==> config.mk <==
export PLATFORM = sky130hd
export DESIGN_NAME = ccss_top
export DESIGN_NICKNAME = d
export VERILOG_FILES = /design/src/ccss_pkg.sv /design/src/ccss_if.sv /design/src/ccss_settle.sv /design/src/ccss_switch.sv /design/src/ccss_top.sv
export SDC_FILE = /design/constraint.sdc
export NUM_CORES = 1
export LEC_CHECK = 0
export BUFFER_PORTS_ARGS = -buffer_cell sky130_fd_sc_hd__buf_2
export CAP_MARGIN = 30
export CORE_MARGIN = 4
export CORE_UTILIZATION = 30
export DETAILED_ROUTE_END_ITERATION = 8
export SYNTH_ARGS = -nofsm -noshare
export SYNTH_HDL_FRONTEND = slang
export SYNTH_SLANG_ARGS = --single-unit
==> constraint.sdc <==
create_clock -name hclk -period 3.85 [get_ports hclk]
set_input_delay 0.385 -clock hclk [delete_from_list [all_inputs] [get_ports hclk]]
set_output_delay 0.385 -clock hclk [all_outputs]
set_load 0.02 [all_outputs]
==> src/ccss_pkg.sv <==
// Constants for the CPU clock source switcher
package ccss_pkg;
  localparam int             CCSS_AW           = 8;
  // Register byte offsets
  localparam logic [7:0]     CCSS_OFS_MODE     = 8'h00;
  localparam logic [7:0]     CCSS_OFS_SET_SEL  = 8'h04;
  localparam logic [7:0]     CCSS_OFS_RUN      = 8'h08;
  localparam logic [7:0]     CCSS_OFS_SET_STAT = 8'h0c;
  localparam logic [7:0]     CCSS_OFS_SYSCLK   = 8'h10;
  // Field positions
  localparam int             CCSS_BIT_EXT_IN   = 7;
  localparam int             CCSS_BIT_XTAL     = 6;
  localparam int             CCSS_BIT_GAIN_HI  = 0;
  localparam int             CCSS_BIT_MAIN_HLT = 7;
  localparam int             CCSS_BIT_FAST_HLT = 0;
  localparam int             CCSS_BIT_SRC_STAT = 5;
  localparam int             CCSS_BIT_SRC_SEL  = 4;
  localparam int             CCSS_SEL_W        = 3;
  // Reset values
  localparam logic [7:0]     CCSS_RST_MODE     = 8'h00;
  localparam logic [2:0]     CCSS_RST_SET_SEL  = 3'h7;
  localparam logic [7:0]     CCSS_RST_RUN      = 8'h80;
  // Settle counter: thresholds in crystal periods, 2^8 .. 2^18
  localparam int             CCSS_CNT_W        = 19;
  localparam logic [18:0]    CCSS_THR [8]      = '{
    19'h0_0100, 19'h0_0200, 19'h0_0400, 19'h0_0800,
    19'h0_2000, 19'h0_8000, 19'h2_0000, 19'h4_0000};
  // Source switch: periods of old, then new source
  localparam logic [2:0]     CCSS_SW_OLD_TICKS = 3'h2;
  localparam logic [2:0]     CCSS_SW_NEW_TICKS = 3'h2;
endpackage : ccss_pkg

==> src/ccss_if.sv <==
// Internal links between the top and its settle and switch units
interface ccss_if;
  import ccss_pkg::*;
  logic                  mx_run;
  logic                  mx_tick;
  logic                  fast_tick;
  logic [CCSS_SEL_W-1:0] set_sel;
  logic [7:0]            elapsed;
  logic                  settle_done;
  logic                  src_req;
  logic                  src_stat;
  logic                  sw_busy;
  modport top    (output mx_run, mx_tick, fast_tick, set_sel, src_req,
                  input  elapsed, settle_done, src_stat, sw_busy);
  modport settle (input  mx_run, mx_tick, set_sel,
                  output elapsed, settle_done);
  modport sw     (input  mx_tick, fast_tick, src_req,
                  output src_stat, sw_busy);
endinterface : ccss_if

==> src/ccss_settle.sv <==
// Oscillation settle counter with thermometer status
module ccss_settle
  import ccss_pkg::*;
(
  input  wire logic hclk,
  input  wire logic hresetn,
  ccss_if.settle    lk
);
  logic [CCSS_CNT_W-1:0] cnt_q;

  // Counts crystal periods; restarts whenever the oscillator is stopped
  always_ff @(posedge hclk or negedge hresetn) begin
    if (!hresetn) begin
      cnt_q <= '0;
    end else if (!lk.mx_run) begin
      cnt_q <= '0;
    end else if (lk.mx_tick && cnt_q < CCSS_THR[7]) begin
      cnt_q <= cnt_q + 1'b1;
    end
  end

  // Bit 7 is the shortest time, bit 0 the longest
  genvar i;
  for (i = 0; i < 8; i++) begin : g_therm
    assign lk.elapsed[7-i] = (cnt_q >= CCSS_THR[i]);
  end

  assign lk.settle_done = (cnt_q >= CCSS_THR[lk.set_sel]);
endmodule : ccss_settle

==> src/ccss_switch.sv <==
// Glitch-free main clock source changeover sequencer
module ccss_switch
  import ccss_pkg::*;
(
  input  wire logic hclk,
  input  wire logic hresetn,
  ccss_if.sw        lk
);
  typedef enum logic [2:0] {
    SW_IDLE = 3'b001,
    SW_OLD  = 3'b010,
    SW_NEW  = 3'b100
  } ccss_sw_t;

  ccss_sw_t   st_q;
  logic [2:0] cnt_q;
  logic       tgt_q;
  logic       stat_q;
  logic       old_tick;
  logic       new_tick;

  assign old_tick = stat_q ? lk.mx_tick : lk.fast_tick;
  assign new_tick = tgt_q ? lk.mx_tick : lk.fast_tick;

  // Old source finishes its periods, then new one must prove it runs
  always_ff @(posedge hclk or negedge hresetn) begin
    if (!hresetn) begin
      st_q   <= SW_IDLE;
      cnt_q  <= '0;
      tgt_q  <= 1'b0;
      stat_q <= 1'b0;
    end else begin
      case (st_q)
        SW_IDLE: begin
          cnt_q <= '0;
          if (lk.src_req != stat_q) begin
            tgt_q <= lk.src_req;
            st_q  <= SW_OLD;
          end
        end
        SW_OLD: begin
          if (old_tick) begin
            if (cnt_q == CCSS_SW_OLD_TICKS - 3'h1) begin
              cnt_q <= '0;
              st_q  <= SW_NEW;
            end else begin
              cnt_q <= cnt_q + 3'h1;
            end
          end
        end
        SW_NEW: begin
          if (new_tick) begin
            if (cnt_q == CCSS_SW_NEW_TICKS - 3'h1) begin
              stat_q <= tgt_q;
              st_q   <= SW_IDLE;
            end else begin
              cnt_q <= cnt_q + 3'h1;
            end
          end
        end
        default: st_q <= SW_IDLE;
      endcase
    end
  end

  assign lk.src_stat = stat_q;
  assign lk.sw_busy  = (st_q != SW_IDLE);
endmodule : ccss_switch

==> src/ccss_top.sv <==
// CPU clock source switcher: registers, standby control, clock select
//
// Functional notes
// Software programs mode, settle, start, poll, select
// Mode select bit puts crystal pins oscillating
// Above 10 MHz software sets gain high
// Settle select field sets wake-up wait
// Main halt bit clear starts crystal oscillator
// Elapsed status is thermometer; poll before switching
// Source select bit picks high-speed system clock
// Mode register accepts only first write
// Polled time must not exceed selected time
// External clock: set both mode bits, start
// Return: start fast oscillator, wait, deselect
// Reset: fast oscillator runs, crystal pins idle
// Halt stops CPU clock, oscillator keeps running
// Stop halts both oscillators
// Software quiesces peripherals, programs settle before stop
// Status bit shows active source after delay
// Switch glitch-free; status follows actual source
module ccss_top
  import ccss_pkg::*;
(
  input  wire logic               hclk,
  input  wire logic               hresetn,
  input  wire logic               hsel,
  input  wire logic [CCSS_AW-1:0] haddr,
  input  wire logic [1:0]         htrans,
  input  wire logic               hwrite,
  input  wire logic [2:0]         hsize,
  input  wire logic [31:0]        hwdata,
  input  wire logic               hready,
  output logic                    hreadyout,
  output logic                    hresp,
  output logic [31:0]             hrdata,
  input  wire logic               crystal_tick,
  input  wire logic               fast_osc_tick,
  input  wire logic               halt_exec,
  input  wire logic               stop_exec,
  input  wire logic               wake_event,
  output logic                    cpu_clk_en,
  output logic                    periph_clk_en,
  output logic                    fast_osc_en,
  output logic                    main_osc_en,
  output logic                    crystal_osc_mode,
  output logic                    ext_clk_in_en,
  output logic                    osc_gain_high,
  output logic                    main_clk_from_mx
);
  typedef enum logic [3:0] {
    PM_RUN  = 4'b0001,
    PM_HALT = 4'b0010,
    PM_STOP = 4'b0100,
    PM_WAKE = 4'b1000
  } ccss_pm_t;

  ccss_if lk ();

  logic [7:0]            mode_q;
  logic                  mode_done_q;
  logic [CCSS_SEL_W-1:0] set_sel_q;
  logic                  main_halt_q;
  logic                  fast_halt_q;
  logic                  src_sel_q;
  ccss_pm_t              pm_q;
  logic                  dp_wr_q;
  logic [CCSS_AW-1:0]    dp_addr_q;
  logic [31:0]           rdata_q;
  logic [7:0]            rd_d;
  logic                  ap_take;
  logic                  wr_en;
  logic                  crystal_pins;
  logic                  ext_in;
  logic                  in_stop;

  ccss_settle u_settle (
    .hclk    (hclk),
    .hresetn (hresetn),
    .lk      (lk.settle)
  );

  ccss_switch u_switch (
    .hclk    (hclk),
    .hresetn (hresetn),
    .lk      (lk.sw)
  );

  // Bus slave: zero wait states, always OKAY
  assign hreadyout = 1'b1;
  assign hresp     = 1'b0;
  assign hrdata    = rdata_q;
  assign ap_take   = hsel && hready && htrans[1];
  assign wr_en     = dp_wr_q;

  always_ff @(posedge hclk or negedge hresetn) begin
    if (!hresetn) begin
      dp_wr_q   <= 1'b0;
      dp_addr_q <= '0;
    end else begin
      dp_wr_q <= ap_take && hwrite;
      if (ap_take) begin
        dp_addr_q <= haddr;
      end
    end
  end

  // Read data is built in the address phase, so it stands in the data phase
  always_comb begin
    rd_d = 8'h00;
    case (haddr)
      CCSS_OFS_MODE:     rd_d = mode_q;
      CCSS_OFS_SET_SEL:  rd_d = {{(8-CCSS_SEL_W){1'b0}}, set_sel_q};
      CCSS_OFS_RUN: begin
        rd_d[CCSS_BIT_MAIN_HLT] = main_halt_q;
        rd_d[CCSS_BIT_FAST_HLT] = fast_halt_q;
      end
      CCSS_OFS_SET_STAT: rd_d = lk.elapsed;
      CCSS_OFS_SYSCLK: begin
        rd_d[CCSS_BIT_SRC_STAT] = lk.src_stat;
        rd_d[CCSS_BIT_SRC_SEL]  = src_sel_q;
      end
      default:           rd_d = 8'h00;
    endcase
  end

  always_ff @(posedge hclk or negedge hresetn) begin
    if (!hresetn) begin
      rdata_q <= '0;
    end else if (ap_take && !hwrite) begin
      rdata_q <= {24'h00_0000, rd_d};
    end
  end

  // Mode register locks after its first write since reset
  always_ff @(posedge hclk or negedge hresetn) begin
    if (!hresetn) begin
      mode_q      <= CCSS_RST_MODE;
      mode_done_q <= 1'b0;
    end else if (wr_en && dp_addr_q == CCSS_OFS_MODE && !mode_done_q) begin
      mode_q      <= hwdata[7:0];
      mode_done_q <= 1'b1;
    end
  end

  always_ff @(posedge hclk or negedge hresetn) begin
    if (!hresetn) begin
      set_sel_q <= CCSS_RST_SET_SEL;
    end else if (wr_en && dp_addr_q == CCSS_OFS_SET_SEL) begin
      set_sel_q <= hwdata[CCSS_SEL_W-1:0];
    end
  end

  always_ff @(posedge hclk or negedge hresetn) begin
    if (!hresetn) begin
      main_halt_q <= CCSS_RST_RUN[CCSS_BIT_MAIN_HLT];
      fast_halt_q <= CCSS_RST_RUN[CCSS_BIT_FAST_HLT];
    end else if (wr_en && dp_addr_q == CCSS_OFS_RUN) begin
      main_halt_q <= hwdata[CCSS_BIT_MAIN_HLT];
      fast_halt_q <= hwdata[CCSS_BIT_FAST_HLT];
    end
  end

  // Status bit is read-only; only the select bit takes writes
  always_ff @(posedge hclk or negedge hresetn) begin
    if (!hresetn) begin
      src_sel_q <= 1'b0;
    end else if (wr_en && dp_addr_q == CCSS_OFS_SYSCLK) begin
      src_sel_q <= hwdata[CCSS_BIT_SRC_SEL];
    end
  end

  // Standby: halt gates the CPU only, stop kills both oscillators.
  // Wake from stop on the crystal waits out the selected settle time.
  always_ff @(posedge hclk or negedge hresetn) begin
    if (!hresetn) begin
      pm_q <= PM_RUN;
    end else begin
      case (pm_q)
        PM_RUN: begin
          if (stop_exec) begin
            pm_q <= PM_STOP;
          end else if (halt_exec) begin
            pm_q <= PM_HALT;
          end
        end
        PM_HALT: begin
          if (wake_event) begin
            pm_q <= PM_RUN;
          end
        end
        PM_STOP: begin
          if (wake_event) begin
            pm_q <= (lk.src_stat && !ext_in) ? PM_WAKE : PM_RUN;
          end
        end
        PM_WAKE: begin
          if (lk.settle_done) begin
            pm_q <= PM_RUN;
          end
        end
        default: pm_q <= PM_RUN;
      endcase
    end
  end

  assign in_stop      = (pm_q == PM_STOP);
  assign crystal_pins = mode_q[CCSS_BIT_XTAL];
  assign ext_in       = mode_q[CCSS_BIT_EXT_IN];

  // Crystal pins stay plain inputs until the mode bit is set
  assign crystal_osc_mode = crystal_pins && !ext_in;
  assign ext_clk_in_en    = crystal_pins && ext_in;
  // Gain only matters for a resonator; ignored with external input
  assign osc_gain_high    = crystal_osc_mode && mode_q[CCSS_BIT_GAIN_HI];
  assign main_osc_en      = crystal_pins && !main_halt_q && !in_stop;
  // Halt leaves the running oscillator alone
  assign fast_osc_en      = !fast_halt_q && !in_stop;
  assign cpu_clk_en       = (pm_q == PM_RUN);
  assign periph_clk_en    = (pm_q == PM_RUN) || (pm_q == PM_HALT);
  assign main_clk_from_mx = lk.src_stat;

  // Ticks only count while the owning oscillator is enabled
  assign lk.mx_run    = main_osc_en;
  assign lk.mx_tick   = crystal_tick && main_osc_en;
  assign lk.fast_tick = fast_osc_tick && fast_osc_en;
  assign lk.set_sel   = set_sel_q;
  assign lk.src_req   = src_sel_q;

  // Word-only bus; transfer size carries no meaning here
  logic unused_ok;
  assign unused_ok = &{1'b0, hsize, htrans[0], hwdata[31:8], lk.sw_busy};
endmodule : ccss_top

==> results.ini <==
[setup_path]
crit_type = reg -> out
cp-start-kind = flop
arrival_ps = 2340
cp-endpoint = main_osc_en
reg2regPathDepth = 7
cp.required_ps = 3460
critPathMaxFanout = 20
critPathLaunch = pm_q[1]
endpoint_kind = output port
worstReg2RegStart = lk.set_sel[1]
r2r_end = pm_q[0]
ff2ff_setup_slack_ps = 1510

[pwr]
p_leak_nw = 1.90
combPwrFrac = 0.215
sequentialPowerShare = 0.380
cellPowerDensity_nw_per_um2 = 527
peakVddDrop_mv = 0.257
p_clk_frac = 0.406
p_switching_w = 0.000703
p_sw_frac = 0.305
power_report.internal_total_w = 0.00160

[timing]
skew_ps = 5.45
hold_viol = 0
fmax_ghz = 0.367
rsz0062_at_grt = false
relSlewSlack = 0.461
slew_violations = 0
worst_pin_slew_ps = 802
setup_viol = 0
fin_crit_ps = 2730
period_share = 0.708
tns_ps = 0

[routing]
ant_nets = 0
vias_per_cell = 4.87
drcViolationCount = 0
wire_per_inst_um = 13.8
drt_iter0_markers = 222
dr_total_vias = 2937
wl_um = 8340
drt_pass1_iterations = 4

[global_routing]
grt_use_met2 = 0.201
use_met3 = 0.0264
antenna_found_initial = 0
globalRoute.totalOverflow = 0
gr-usage-met1 = 0.151
grt_max_degree = 41
grtUsageTotal = 0.121
grt_pass1_wl_um = 14000
grt_pass1_vias = 2874
grt-busiest-layer = met2

[floorplanning]
die-area_sq_um = 14300
num_rows = 40
start_util = 0.310
core-area_sq_um = 12100
die_y_um = 120
io_pins = 97
die_width_um = 120

[finish]
syn2layout_area_growth_pct = 16.5
layout-drive-gt1-share = 0.221
antenna_cells = 0
fin_nets = 497
nFillCells = 1234
postLayoutCellArea_sq_um = 4370

[synthesis]
yosysTopAreaCellShare = 0.381
synth-edff-count = 0
async_flop_share = 1.00
synth_area_per_cell_sq_um = 9.61
ys_seq_elements = 63
yosysWarnings = 0
synthCells = 390
synth_cell_types = 54
synth_top_cells_by_area = dfrtp_1 38%, mux2_2 6.6%, buf_4 5.2%
ys_seq_area_frac = 0.423
yosysTopAreaCell = dfrtp_1
ys.flop_type = dfrtp_1
syn_area_sq_um = 3750

[placement]
gp_congestion = 0.808
post_dp_cell_area_sq_um = 4020
port_buffers = 42
hpwlAfterDp_um = 6150

[cts]
clk_pin_slew_worst_paths_ps = 50
cts_resized = 0
postCtsSetupBuffers = 0
cts.sinks = 63
numCtsBuffers = 9
clk_path_buf_depth = 2
htree_levels = 3
root_buffer = clkbuf_16
cts_hold_repair.buffers = 1
cts_tree = built
clk_latency_ps = 340

[flow_run]
max_cap_violations = 0

[min_path]
min_path_type = in -> reg

[outcome]
status = completed

## synth_stat cells (4+ instances only)
| cell | count |
|---|---|
| nand4_1 | 9 |
| nand3_1 | 16 |
| o21ai_0 | 10 |
| buf_4 | 26 |
| nor2b_1 | 7 |
| nor2_1 | 47 |
| buf_2 | 4 |
| clkbuf_1 | 8 |
| nand3b_1 | 8 |
| a31oi_1 | 5 |
| ha_1 | 12 |
| and2_1 | 4 |
| xnor2_1 | 9 |
| nor3_1 | 10 |
| nand2b_1 | 9 |
| mux2_2 | 22 |
| a22o_1 | 4 |
| a21oi_1 | 14 |
| nand2_1 | 29 |
| nor3b_1 | 5 |
| xor2_1 | 8 |
| inv_1 | 11 |
| dfstp_2 | 6 |
| mux2i_1 | 5 |
| dfrtp_1 | 57 |
| nor4_1 | 6 |
## cells by family after synthesis
kind of cell,after synthesis,share of synthesized area
AO/OA/AOI/OAI,52,0.0948
XOR/XNOR,17,0.0397
adder cells (fa/ha/maj),12,0.0401
buffers and inverters,51,0.0824
flip-flops,63,0.423
multiplexers,28,0.0854
other,2,0.00200
AND/OR/NAND/NOR,165,0.233
## flip-flops by register name, summed over array words and instances, names as in the netlist, 3 cells and up
register,cells
u_switch.cnt_q,3
mode_q,8
hrdata,8
pm_q,4
dp_addr_q,8
lk.set_sel,3
u_switch.st_q,3
u_settle.cnt_q,19
## power groups by stage
stage                     Sequential (W)  Combinational (W)  Clock [W]
after floorplan                 0.000820           0.000453          0
after global placement          0.000874           0.000483          0
after detailed placement        0.000882           0.000492          0
after CTS                       0.000872           0.000498   0.000953
after global routing            0.000894           0.000548   0.000978
final                           0.000873           0.000494   0.000934
## worst min path at each step
stage                            from           endpoint  slack (ps)  cells past startpoint
after floorplan               hresetn       dp_addr_q[0]          90                      0
after global placement    mode_done_q        mode_done_q         450                      1
after detailed placement      hresetn  u_switch.cnt_q[0]         250                      1
after CTS                   hwdata[5]          mode_q[5]         260                      2
after global routing        hwdata[5]          mode_q[5]         270                      2
final                       hwdata[5]          mode_q[5]         280                      2
## final cells by class
type	count	area, sq um	area share
Multi-Input combinational cell	300	1950	0.446
Sequential cell	63	1580	0.363
Timing Repair Buffer	45	248	0.0567
Clock buffer	10	229	0.0524
Tap cell	168	210	0.0481
Clock inverter	6	109	0.0249
Inverter	11	41.3	0.00946
## layout by cell type, fill, tap and decap left out, types with 3 or more instances in the layout
master and instances:
a22o_1 4, nand3b_1 8, nand2b_1 9, dfstp_2 6, nor3b_1 5, nor4_1 6
nor3_1 10, nand2_1 29, nor2b_1 7, xnor2_1 9, nand3_1 16, a31oi_1 5
xor2_1 8, buf_2 42, bufinv_16 3, clkbuf_16 9, a21oi_1 14, nor2_1 47
dfrtp_1 57, inv_1 11, o21ai_0 10, mux2i_1 5, nand4_1 9, mux2_2 22
and2_1 4, ha_1 12, conb_1 26
## worst max-delay path, cell delays in order, from the launching register on
cell,delay [ps]
dfrtp_1,500
or4b_4,590
nand2_1,530
inv_1,180
buf_2,210
## per-stage QoR
step	setup slack, ps	util	power (W)	cells	hold slack [ps]
2_1_floorplan	1560	-	0.00127	414	89.4
3_3_place_gp	1500	0.330	0.00136	585	452
3_5_place_dp	1470	0.332	0.00137	586	251
4_1_cts	1100	0.361	0.00232	603	263
5_1_grt	1010	0.361	0.00242	603	273
6_report	1120	0.361	0.00230	603	278
## metal layers
layer / part of all wire / vias up
li1: - / 1417
met1: 0.43 / 1429
met2: 0.49 / 75
met3: 0.050 / 16
met4: 0.022 / 0
met5: 0 / -
No activity file was read; power rests on OpenSTA's default activity.
